[src/hdl/tcc_pkg.sv]
// package: register map, control fields and port configuration types
package tcc_pkg;

  // ==========================================================================
  // register indices (no pointer byte, transfers start at index 1)
  localparam logic [2:0] TCC_REG_FIRST  = 3'h1;
  localparam logic [2:0] TCC_REG_CTRL   = 3'h2;
  localparam logic [2:0] TCC_REG_EVENT  = 3'h3;
  localparam logic [2:0] TCC_REG_STATUS = 3'h4;
  localparam logic [2:0] TCC_REG_BEYOND = 3'h5;

  // ==========================================================================
  // control byte layout and reset value
  localparam int         TCC_CTRL_SAVE_BIT = 7;
  localparam int         TCC_CTRL_TRY_BIT  = 6;
  localparam int         TCC_CTRL_ACC_BIT  = 5;
  localparam int         TCC_CTRL_CUR_LSB  = 3;
  localparam int         TCC_CTRL_ROLE_LSB = 1;
  localparam int         TCC_CTRL_MASK_BIT = 0;
  localparam logic [7:0] TCC_CTRL_RESET    = 8'h00;

  // role field values
  localparam logic [1:0] TCC_ROLE_SINK = 2'h0;
  localparam logic [1:0] TCC_ROLE_SRC  = 2'h1;
  localparam logic [1:0] TCC_ROLE_DRP  = 2'h2;
  localparam logic [1:0] TCC_ROLE_DRP2 = 2'h3;

  // current advertisement values
  localparam logic [1:0] TCC_CUR_DEFAULT = 2'h0;
  localparam logic [1:0] TCC_CUR_1A5     = 2'h1;
  localparam logic [1:0] TCC_CUR_3A      = 2'h2;

  // cc status codes meaning "attached to a sink" (indicator pulled low)
  localparam logic [7:0] TCC_STAT_SRC_SHORT = 8'h04;
  localparam logic [7:0] TCC_STAT_SRC_CC1   = 8'h05;
  localparam logic [7:0] TCC_STAT_SRC_CC2   = 8'h06;

  // ==========================================================================
  // i2c byte framing
  localparam logic [3:0] TCC_BITS_PER_BYTE = 4'h8;
  localparam int         TCC_SYNC_WIDTH    = 6;

  // ==========================================================================
  // types
  typedef struct packed {
    logic       save;       // power saving, low-power disabled state
    logic       try_snk;    // 0 try.src, 1 try.snk
    logic       accessory;  // accessory detection as sink
    logic [1:0] current;    // advertised current
    logic [1:0] role;       // port role
    logic       mask;       // interrupt mask
  } tcc_ctrl_t;

  typedef enum logic [1:0] {
    TCC_CC_PULL_DOWN,
    TCC_CC_PULL_UP,
    TCC_CC_TOGGLE
  } tcc_cc_mode_t;

  typedef struct packed {
    logic         active;     // port logic enabled, not disabled
    tcc_cc_mode_t cc_mode;    // cc termination while unattached
    logic [1:0]   role;       // effective role
    logic         try_snk;    // try variant for dual role 2
    logic         accessory;  // accessory detection enabled
    logic [1:0]   current;    // effective advertised current
  } tcc_port_cfg_t;

endpackage

[src/hdl/tcc_port_ctrl.sv]
// port-role controller configuration block reached as an i2c target
`timescale 1ns/1ps

module tcc_port_ctrl #(
  parameter logic [5:0] ADDR_HIGH   = 6'h1d,  // upper address bits
  parameter logic [7:0] FIRST_VALUE = 8'h00   // arbitrary register 1 value
) (
  input  wire logic                   core_clk_in,         // 125 mhz clock
  input  wire logic                   reset_in,            // power-on reset
  input  wire logic                   scl_in,              // i2c clock pin
  input  wire logic                   sda_in,              // i2c data pin
  output logic                        sda_out,             // sda drive level
  output logic                        sda_oe_n_out,        // low: drive sda
  input  wire logic                   chip_disable_pin,    // high disables
  input  wire logic [1:0]             role_strap_in,       // role strap pin
  input  wire logic                   addr_strap_in,       // address strap
  input  wire logic [7:0]             event_set_in,        // event pulses
  input  wire logic [7:0]             cc_status_in,        // cc status code
  output logic                        interrupt_request_out, // int level
  output logic                        interrupt_oe_n_out,  // low: pull int
  output logic                        attach_indicator_out, // low on sink
  output logic                        detect_enable_out,   // monitor cc/vbus
  output tcc_pkg::tcc_port_cfg_t      port_cfg_out         // port config
);
  import tcc_pkg::*;

  // ==========================================================================
  // pin synchronisation
  logic [TCC_SYNC_WIDTH-1:0] pins_sync;
  logic                      scl_s;
  logic                      sda_s;
  logic                      dis_s;
  logic [1:0]                strap_s;
  logic                      addr_s;

  tcc_sync #(
    .WIDTH (TCC_SYNC_WIDTH)
  ) u_sync (
    .core_clk_in (core_clk_in),
    .reset_in    (reset_in),
    .async_in    ({scl_in, sda_in, chip_disable_pin, role_strap_in,
                   addr_strap_in}),
    .sync_out    (pins_sync)
  );

  assign scl_s   = pins_sync[5];
  assign sda_s   = pins_sync[4];
  assign dis_s   = pins_sync[3];
  assign strap_s = pins_sync[2:1];
  assign addr_s  = pins_sync[0];

  // ==========================================================================
  // bus condition detection
  logic scl_q_r;
  logic sda_q_r;
  logic scl_rise;
  logic scl_fall;
  logic start_det;
  logic stop_det;

  always_ff @(posedge core_clk_in) begin
    if (reset_in) begin
      scl_q_r <= 1'b1;
      sda_q_r <= 1'b1;
    end else begin
      scl_q_r <= scl_s;
      sda_q_r <= sda_s;
    end
  end

  assign scl_rise  = scl_s & ~scl_q_r;
  assign scl_fall  = ~scl_s & scl_q_r;
  assign start_det = scl_s & scl_q_r & sda_q_r & ~sda_s;
  assign stop_det  = scl_s & scl_q_r & ~sda_q_r & sda_s;

  // ==========================================================================
  // i2c target state machine
  typedef enum logic [2:0] {
    ST_IDLE,
    ST_ADDR,
    ST_ADDR_ACK,
    ST_WDATA,
    ST_WACK,
    ST_RDATA,
    ST_RACK
  } tcc_state_t;

  tcc_state_t  state_r;
  logic [7:0]  shift_r;
  logic [3:0]  bit_cnt_r;
  logic [2:0]  ptr_r;
  logic        rw_r;
  logic [6:0]  own_addr;
  logic [7:0]  rd_byte;
  logic        wr_fire;
  logic        rd_load;
  tcc_ctrl_t   ctrl_r;
  logic [7:0]  event_r;
  logic [7:0]  event_seen_r;
  logic        first_done_r;
  logic [1:0]  settle_r;

  assign own_addr = {ADDR_HIGH, addr_s};

  // register read mux, beyond the last register reads zero
  always_comb begin
    case (ptr_r)
      TCC_REG_FIRST:  rd_byte = FIRST_VALUE;
      TCC_REG_CTRL:   rd_byte = ctrl_r;
      TCC_REG_EVENT:  rd_byte = event_r;
      TCC_REG_STATUS: rd_byte = cc_status_in;
      default:        rd_byte = 8'h00;
    endcase
  end

  assign wr_fire = (state_r == ST_WDATA) && scl_fall &&
                   (bit_cnt_r == TCC_BITS_PER_BYTE);
  assign rd_load = scl_fall && ((state_r == ST_ADDR_ACK && rw_r) ||
                   (state_r == ST_RACK));

  // the target keeps running in every disabled state
  always_ff @(posedge core_clk_in) begin
    if (reset_in) begin
      state_r      <= ST_IDLE;
      shift_r      <= 8'h00;
      bit_cnt_r    <= 4'h0;
      ptr_r        <= TCC_REG_FIRST;
      rw_r         <= 1'b0;
      sda_oe_n_out <= 1'b1;
    end else if (start_det) begin
      state_r      <= ST_ADDR;
      bit_cnt_r    <= 4'h0;
      ptr_r        <= TCC_REG_FIRST;
      sda_oe_n_out <= 1'b1;
    end else if (stop_det) begin
      state_r      <= ST_IDLE;
      sda_oe_n_out <= 1'b1;
    end else begin
      case (state_r)
        ST_IDLE: begin
          sda_oe_n_out <= 1'b1;
        end
        ST_ADDR: begin
          if (scl_rise) begin
            shift_r   <= {shift_r[6:0], sda_s};
            bit_cnt_r <= bit_cnt_r + 4'h1;
          end else if (scl_fall && bit_cnt_r == TCC_BITS_PER_BYTE) begin
            if (shift_r[7:1] == own_addr) begin
              rw_r         <= shift_r[0];
              sda_oe_n_out <= 1'b0;
              state_r      <= ST_ADDR_ACK;
            end else begin
              state_r <= ST_IDLE;
            end
          end
        end
        ST_ADDR_ACK: begin
          if (scl_fall) begin
            if (rw_r) begin
              shift_r      <= rd_byte;
              sda_oe_n_out <= rd_byte[7];
              bit_cnt_r    <= 4'h1;
              state_r      <= ST_RDATA;
            end else begin
              sda_oe_n_out <= 1'b1;
              bit_cnt_r    <= 4'h0;
              state_r      <= ST_WDATA;
            end
          end
        end
        ST_WDATA: begin
          if (scl_rise) begin
            shift_r   <= {shift_r[6:0], sda_s};
            bit_cnt_r <= bit_cnt_r + 4'h1;
          end else if (wr_fire) begin
            sda_oe_n_out <= 1'b0;
            state_r      <= ST_WACK;
          end
        end
        ST_WACK: begin
          if (scl_fall) begin
            sda_oe_n_out <= 1'b1;
            bit_cnt_r    <= 4'h0;
            if (ptr_r != TCC_REG_BEYOND) begin
              ptr_r <= ptr_r + 3'h1;
            end
            state_r <= ST_WDATA;
          end
        end
        ST_RDATA: begin
          if (scl_fall) begin
            if (bit_cnt_r == TCC_BITS_PER_BYTE) begin
              sda_oe_n_out <= 1'b1;
              state_r      <= ST_RACK;
              if (ptr_r != TCC_REG_BEYOND) begin
                ptr_r <= ptr_r + 3'h1;
              end
            end else begin
              shift_r      <= {shift_r[6:0], 1'b0};
              sda_oe_n_out <= shift_r[6];
              bit_cnt_r    <= bit_cnt_r + 4'h1;
            end
          end
        end
        ST_RACK: begin
          if (scl_rise && sda_s) begin
            state_r <= ST_IDLE;  // nack ends the read
          end else if (scl_fall) begin
            shift_r      <= rd_byte;
            sda_oe_n_out <= rd_byte[7];
            bit_cnt_r    <= 4'h1;
            state_r      <= ST_RDATA;
          end
        end
        default: begin
          state_r      <= ST_IDLE;
          sda_oe_n_out <= 1'b1;
        end
      endcase
    end
  end

  // ==========================================================================
  // control register
  // a host write wins over the strap load in the same cycle
  always_ff @(posedge core_clk_in) begin
    if (reset_in) begin
      ctrl_r       <= TCC_CTRL_RESET;
      first_done_r <= 1'b0;
      settle_r     <= 2'b00;
    end else begin
      // sync flops hold reset zeros for two edges, not the real straps
      settle_r <= {settle_r[0], 1'b1};
      if (wr_fire && ptr_r == TCC_REG_CTRL) begin
        ctrl_r <= shift_r;
      end else if (!first_done_r && !dis_s && settle_r[1]) begin
        ctrl_r.role <= strap_s;
      end
      if (!dis_s && settle_r[1]) begin
        first_done_r <= 1'b1;
      end
    end
  end

  // ==========================================================================
  // event flags, cleared only for bits actually shifted out
  logic [7:0] event_clr;

  assign event_clr = (state_r == ST_RDATA && scl_fall &&
                      bit_cnt_r == TCC_BITS_PER_BYTE &&
                      ptr_r == TCC_REG_EVENT) ? event_seen_r : 8'h00;

  always_ff @(posedge core_clk_in) begin
    if (reset_in) begin
      event_r      <= 8'h00;
      event_seen_r <= 8'h00;
    end else begin
      if (rd_load && ptr_r == TCC_REG_EVENT) begin
        event_seen_r <= event_r;
      end
      // set wins over clear so no event is lost
      event_r <= (event_r & ~event_clr) | event_set_in;
    end
  end

  // ==========================================================================
  // port configuration decode
  logic          port_active;
  tcc_port_cfg_t cfg_nxt;

  assign port_active = ~dis_s & ~ctrl_r.save & settle_r[1];

  always_comb begin
    cfg_nxt           = '0;
    cfg_nxt.active    = port_active;
    cfg_nxt.cc_mode   = TCC_CC_PULL_DOWN;
    cfg_nxt.role      = TCC_ROLE_SINK;
    cfg_nxt.try_snk   = 1'b0;
    cfg_nxt.accessory = 1'b0;
    cfg_nxt.current   = TCC_CUR_DEFAULT;
    if (port_active) begin
      cfg_nxt.role    = ctrl_r.role;
      cfg_nxt.current = ctrl_r.current;
      case (ctrl_r.role)
        TCC_ROLE_SINK: begin
          // current is meaningless for a sink
          cfg_nxt.current   = TCC_CUR_DEFAULT;
          cfg_nxt.accessory = ctrl_r.accessory;
          cfg_nxt.cc_mode   = ctrl_r.accessory ?
                              TCC_CC_TOGGLE : TCC_CC_PULL_DOWN;
        end
        TCC_ROLE_SRC: begin
          cfg_nxt.cc_mode = TCC_CC_PULL_UP;
        end
        TCC_ROLE_DRP: begin
          cfg_nxt.cc_mode = TCC_CC_TOGGLE;
        end
        TCC_ROLE_DRP2: begin
          cfg_nxt.cc_mode = TCC_CC_TOGGLE;
          cfg_nxt.try_snk = ctrl_r.try_snk;
        end
        default: begin
          cfg_nxt.cc_mode = TCC_CC_PULL_DOWN;
        end
      endcase
    end
    // disabled by pin or power saving falls back to a pulled-down sink
  end

  always_ff @(posedge core_clk_in) begin
    if (reset_in) begin
      port_cfg_out      <= '0;
      detect_enable_out <= 1'b0;
    end else begin
      port_cfg_out      <= cfg_nxt;
      detect_enable_out <= port_active;
    end
  end

  // ==========================================================================
  // interrupt and attach indicator outputs
  // power saving floats every output except cc and sda, so the int pull is dropped too
  always_ff @(posedge core_clk_in) begin
    if (reset_in) begin
      interrupt_request_out <= 1'b0;
      interrupt_oe_n_out    <= 1'b1;
      sda_out               <= 1'b0;
      attach_indicator_out  <= 1'b1;
    end else begin
      interrupt_request_out <= 1'b0;
      sda_out               <= 1'b0;
      interrupt_oe_n_out    <= ~((|event_r) & ~ctrl_r.mask &
                                 ~ctrl_r.save);
      attach_indicator_out  <= ~(port_active &&
                                 (cc_status_in == TCC_STAT_SRC_SHORT ||
                                  cc_status_in == TCC_STAT_SRC_CC1 ||
                                  cc_status_in == TCC_STAT_SRC_CC2));
    end
  end

endmodule // tcc_port_ctrl

[src/hdl/tcc_sync.sv]
// two-flop synchroniser for a bundle of pin inputs
`timescale 1ns/1ps

module tcc_sync #(
  parameter int WIDTH = 1
) (
  input  wire logic             core_clk_in,  // core clock
  input  wire logic             reset_in,     // sync reset, active high
  input  wire logic [WIDTH-1:0] async_in,     // pins from outside domain
  output logic      [WIDTH-1:0] sync_out      // synchronised levels
);

  logic [WIDTH-1:0] meta_r;

  always_ff @(posedge core_clk_in) begin
    if (reset_in) begin
      meta_r   <= '0;
      sync_out <= '0;
    end else begin
      meta_r   <= async_in;
      sync_out <= meta_r;
    end
  end

endmodule // tcc_sync

[config.mk]
export PLATFORM = sky130hd
export DESIGN_NAME = tcc_port_ctrl
export DESIGN_NICKNAME = d
export VERILOG_FILES = /design/src/hdl/tcc_pkg.sv /design/src/hdl/tcc_port_ctrl.sv /design/src/hdl/tcc_sync.sv
export SDC_FILE = /design/constraint.sdc
export NUM_CORES = 1
export LEC_CHECK = 0
export ABC_CLOCK_PERIOD_IN_PS = 1850
export BUFFER_PORTS_ARGS = -buffer_cell sky130_fd_sc_hd__buf_4
export CORE_ASPECT_RATIO = 2
export CORE_MARGIN = 1
export CORE_UTILIZATION = 38
export DETAILED_ROUTE_END_ITERATION = 12
export GPL_TIMING_DRIVEN = 0
export PLACE_DENSITY = 0.68
export SYNTH_ARGS = -nofsm -noshare
export SYNTH_HDL_FRONTEND = slang
export SYNTH_SLANG_ARGS = --single-unit
[constraint.sdc]
create_clock -name core_clk_in -period 1.85 [get_ports core_clk_in]
set_clock_uncertainty 0.05 [all_clocks]
set_input_delay 0.185 -clock core_clk_in [delete_from_list [all_inputs] [get_ports core_clk_in]]
set_output_delay 0.185 -clock core_clk_in [all_outputs]
set_load 0.01 [all_outputs]
# Word level (Yosys, flattened, before mapping)
# Cells that the tools add are included.
# classes
n_reduce_logical,42
n_eq_ne,43
muxes,57
bitwise,30
n_addsub,2
# ops
op,count
$mux 8,8
$mux 3,15
$reduce_and 10->1,4
$pmux 8 s4,1
$mux 4,7
$ne 4x4->1 const B,7
$eq 8x3->1 const B,3
$ne 2x2->1 const B,12
$pmux 8 s3,1
$pmux 3 s7,1
$pmux 4 s5,1
$mux 1,16
$not 1->1,16
$logic_and 1x1->1,15
$eq 3x2->1 const B,4
$eq 3x3->1 const B,4
$reduce_or 3->1,4
$and 1x1->1,11
$reduce_and 9->1,1
$and 8x8->8,1
$mux 2,4
$not 8->8,1
$or 8x8->8,1
$reduce_or 2->1,4
25 further kinds,32
# totals
reg_bits,72

# Longest topological paths before layout
# logic_depth
ltp_word,9
mapped_depth,8
depth_no_buf,6

# Hierarchy
# Synthesis repeated with hierarchy kept, for this count alone.
# unflattened
hier_cells,379
hier_area_um2,3518.4
# modules_own_cells
mod,instances,cells_per_inst,area_each_um2,seq_area_each_um2
tcc_port_ctrl,1,354,3151.8,1201.2
tcc_sync,1,25,366.6,240.2

# Worst setup path after synthesis
# Ideal clock, no wire load.
# synth_path
path_type,reg-to-reg
start,register ptr_r[0]
end,register event_seen_r[0]
synth_period_minus_slack_ns,1.918
path_stages_with_launch,8
arrival_ns,1.740
setup_ns,0.128
setup_slack_ns,-0.068
path_cell_list,dfxtp_1 -> ha_1 -> ha_1 -> clkbuf_1 -> or4b_1 -> buf_2 -> mux2i_1 -> nor2_1
# synth_via
elab_chain_cells,2
# synth_lines
element,line_no,rtl
start: declaration,tcc_port_ctrl.sv:91,logic [2:0] ptr_r;
start signal: assignment,tcc_port_ctrl.sv:185,ptr_r <= ptr_r + 3'h1;
start signal: assignment,tcc_port_ctrl.sv:196,ptr_r <= ptr_r + 3'h1;
$eq 3x2->1,tcc_port_ctrl.sv:258,if (rd_load && ptr_r == TCC_REG_EVENT) begin
$logic_and 1x1->1,tcc_port_ctrl.sv:258,
end signal: assignment,tcc_port_ctrl.sv:259,event_seen_r <= event_r;
end: declaration,tcc_port_ctrl.sv:99,logic [7:0] event_seen_r;
# No other way between the ends.
# A chain may end at the register's enable or synchronous reset.

# Worst setup path after layout
# layout_path
start,register state_r[0]
end,register bit_cnt_r[1]
# layout_via
elab_chain_cells,4
# layout_lines
element,line_no,rtl
start: declaration,tcc_port_ctrl.sv:88,tcc_state_t state_r;
start signal: assignment,tcc_port_ctrl.sv:124,state_r <= ST_IDLE;
start signal: assignment,tcc_port_ctrl.sv:131,state_r <= ST_ADDR;
start signal: assignment,tcc_port_ctrl.sv:136,state_r <= ST_IDLE;
$eq 3x2->1 or $eq 3x1->1 (tied branches),tcc_port_ctrl.sv:139,case (state_r)
$reduce_or 2->1 (no line),--,
$reduce_bool 5->1 (no line) or $ne 2x1->1 (tied branches),--,
$reduce_and 9->1 (no line),--,
end signal: assignment,tcc_port_ctrl.sv:146,bit_cnt_r <= bit_cnt_r + 4'h1;
end signal: assignment,tcc_port_ctrl.sv:174,bit_cnt_r <= bit_cnt_r + 4'h1;
end signal: assignment,tcc_port_ctrl.sv:201,bit_cnt_r <= bit_cnt_r + 4'h1;
end: declaration,tcc_port_ctrl.sv:90,logic [3:0] bit_cnt_r;
# Parallel ways exist; a longest one is shown, timed or not.

==> key figures <==
Finish
  – Final core utilization: 51.3%
  – Multi-input logic area: 0.00180 mm²
  – Nets: around 450
  – Antenna diodes: 0
  – Share of layout cells above drive strength 1: 26.8%
  – Final non-filler cell total: between 500 and 600
  – Layout overhead on the synthesized area: 30.2%
  – Seq. cell area: 0.00146 mm²
  – Filler Cells Inserted: ~770

Worst hold path
  – Worst Hold Launch: scl_in
  – Hold endpoint: u_sync.meta_r[5]
  – Hold WC Path Type: input port to register
  – Hold path depth: 2

Setup path
  – Reg2Reg Depth: 4
  – Worst r2r dst: bit_cnt_r[1]
  – Crit path max fanout: 8
  – Worst r2r src: state_r[0]
  – Worst setup EP type: register
  – R2r setup slk: about 0.037 ns
  – Worst setup SP type: register
  – Crit path DAT: 1.99 ns
  – Worst Path Required: between 2 and 2.5 ns
  – Critical path type: register to register

Floorplan
  – Core Box Area: approximately 0.0084 mm²
  – Die width: 67.8 µm
  – Die height: 134 µm
  – Boundary pin count: 39
  – Starting density of the core: about two fifths
  – Die ar.: 0.00906 mm²
  – Placement Rows: 47

Logic synthesis
  – Largest family of logic cells by synthesized area: simple AND/OR/NAND/NOR gates
  – Post-synthesis average cell area: ~9 µm²
  – Synth unique cells: 61
  – Synthesized flop and latch total: 72
  – XOR/XNOR share of the synthesized area: between 1 and 1.5%
  – Synth top area cells: dfxtp_1, mux2i_1, a21oi_1
  – Post-synthesis cell area: 0.00329 mm²
  – Post-synthesis sequential area ratio: between 40 and 50%
  – Number of flops mapped to enable cells by yosys: 0
  – Synth top area share: a little over two fifths
  – Synthesis Warnings: 0
  – Post-synthesis mux area share: under 10%
  – Predominant post-synthesis flop cell: dfxtp_1
  – FFs w/ async S/R, synth: 0%
  – Synth Area in Simple Gates: 20.4%
  – Post-synthesis compound-gate area fraction: 19.7%
  – Post-synthesis adder-cell area fraction: about 2.7%
  – Yosys top cell by area: dfxtp_1
  – Cells after synthesis: 357

Route
  – TritonRoute pass-1 iters: 4
  – Detail Route Antenna Nets: 0
  – WL/cell: 17.8 µm
  – Via count: a little under 3,000
  – Final WL: around 9000 µm
  – Number of DRC markers in iteration 0: ~140
  – Drt via density: ~5.7
  – DRC: 0

STA
  – Period utilization: 98.0%
  – RSZ-0062 raised after global routing: yes
  – Slew @ Worst Pin: 0.619 ns
  – Finish-stage setup viols: 0
  – Fmax: between 500 and 600 MHz
  – Post-route minimum period: 1.81 ns
  – Pins Over Slew Limit: 0
  – Final worst slack: about 0.037 ns
  – Final count of hold timing violations: 0
  – Slew HR: about three fifths
  – Worst hold slack: around 0.0027 ns

Power and ir drop
  – Maximum VDD drop: between 0.7 and 0.8 mV
  – P_leak: 1.87 nW
  – Total power: 3.68 mW
  – Pwr Density: about 860 mW/mm²

Placed design
  – Setup slack at placement: -0.422 ns
  – Placed insts: between 400 and 500
  – Port bufs: 36
  – Final HPWL DP: approximately 6600 µm
  – GPL Wtd Cong: just over 0.9

CTS
  – Clock Path Buffers: 2
  – Total CTS buffers: 9
  – H-tree level count: 3
  – Cts hold-fix bufs: 0
  – Clock Sink Count: between 70 and 80
  – CTS tree: built
  – Worst skew pair latency: 0.34 ns
  – CTS clock-pin slew for the worst setup and hold paths: 0.06 ns
  – Root Buffer: clkbuf_16

Global routing
  – First-pass GRT wire length: roughly 14,000 µm
  – Initial antenna violation count: 0
  – Gr ovfl total: 0
  – Pin count of the biggest net entering global routing: 14
  – Vias in the first global route: between 2,000 and 3,000
  – Gr usage total: 21.6%

Status
  – Status: finished clean

Flow run
  – Max-Cap Viols: 0
[cell usage after synthesis (all sizes together), types with 3 or more instances]
library cell,number
nand2b,5
a211oi,7
and3,12
dfxtp,72
a221o,8
inv,23
or4,3
clkbuf,11
xor2,3
nor4,3
a21oi,27
nand4,4
buf,10
o22ai,3
and2,4
o31ai,10
nand2,9
nand3,4
a22oi,8
nor2b,21
nor3,3
nor2,27
and3b,4
o21ai,10
or2,5
ha,7
mux2i,21
a31oi,3
[per-stage QoR]
stage,TNS [ns],area (µm²)
3_5_place_dp,-6.12,3700
2_1_floorplan,0,3310
6_report,0,4290
3_3_place_gp,-5.12,3700
5_1_grt,-0.0880,4290
4_1_cts,-0.0477,4160
[report_power, final]
group	switching [mW]	internal, mW	total (mW)
Combinational	0.0993	0.0912	0.191
Sequential	0.0358	1.58	1.62
Clock	0.682	1.19	1.87
[flip-flops by register name (all words and copies together) (netlist names), 2 cells and up]
name and flops:
ptr_r 3, settle_r 2, bit_cnt_r 4, state_r 3, port_cfg_out 9, u_sync.meta_r 6
u_sync.sync_out 6, ctrl_r 8, event_seen_r 8, shift_r 8, event_r 8
[worst max path at each step]
stage                            start      endpoint  slack (ns)  depth (start not counted)
final                       state_r[0]  bit_cnt_r[1]        0.04                          4
after global routing      bit_cnt_r[0]  sda_oe_n_out       -0.03                          7
after CTS                 bit_cnt_r[0]  bit_cnt_r[3]       -0.01                          7
after detailed placement      ptr_r[2]  sda_oe_n_out       -0.42                          7
after global placement        ptr_r[2]  sda_oe_n_out       -0.37                          7
after floorplan               ptr_r[2]  sda_oe_n_out       0.004                          7
[cells by family after synthesis]
family	Yosys count
other	1
buffers and inverters	45
flip-flops	72
XOR/XNOR	4
multiplexers	21
adder cells (fa/ha/maj)	7
AND/OR/NAND/NOR	114
AO/OA/AOI/OAI	93
[placed cells by master, fill, tap and decap left out, types with 3 or more instances in the layout]
| cell type | netlist | routed |
|---|---|---|
| and3_1 | 12 | 12 |
| a221o_1 | 8 | 8 |
| clkbuf_16 | 0 | 9 |
| o31ai_1 | 9 | 9 |
| buf_2 | 4 | 3 |
| clkbuf_1 | 11 | 5 |
| or2_2 | 5 | 5 |
| xor2_1 | 3 | 3 |
| nand2b_1 | 5 | 4 |
| o21ai_0 | 10 | 10 |
| a31oi_1 | 3 | 3 |
| nor2_1 | 27 | 27 |
| nor2b_1 | 21 | 20 |
| a21oi_1 | 27 | 26 |
| inv_2 | 0 | 3 |
| buf_4 | 4 | 54 |
| nand2_1 | 9 | 9 |
| nor4_1 | 3 | 3 |
| mux2i_1 | 21 | 21 |
| and2_1 | 4 | 4 |
| nand4_1 | 3 | 3 |
| a211oi_1 | 6 | 4 |
| and3b_1 | 4 | 4 |
| nand3_1 | 4 | 4 |
| clkbuf_2 | 0 | 4 |
| dfxtp_1 | 72 | 67 |
| dfxtp_4 | 0 | 3 |
| inv_1 | 23 | 20 |
| ha_4 | 0 | 3 |
| a22oi_1 | 8 | 8 |
| o22ai_1 | 3 | 3 |
[critical path, cell delays in order, from the launching register on]
cell and delay, ns:
dfxtp_1 0.46, inv_1 0.22, or4_4 0.61, a21o_4 0.25, mux2i_1 0.11
[metal layers]
metal	part of all wire, %	vias up	GRT usage (%)
li1	-	1412	-
met1	35	1406	20.7
met2	54	98	37.1
met3	4.1	43	5.39
met4	6.4	0	16.7
met5	0	-	0
[final cells by class]
cell class | instances | share of cell area, %
clock buffer | 10 | 5.34
multi-input combinational | 241 | 42.0
inverter | 24 | 2.10
buffer | 19 | 2.86
timing repair buffer | 50 | 8.76
sequential | 72 | 34.0
tap | 98 | 2.86
clock inverter | 6 | 2.16
[repair_timing]
action,in CTS,in global routing
buffers inserted,8,6
gates resized for setup,24,24
pin swaps,4,5
gates cloned,0,0
endpoints found under the setup margin,31,31
No activity file was read; power rests on OpenSTA's default activity.
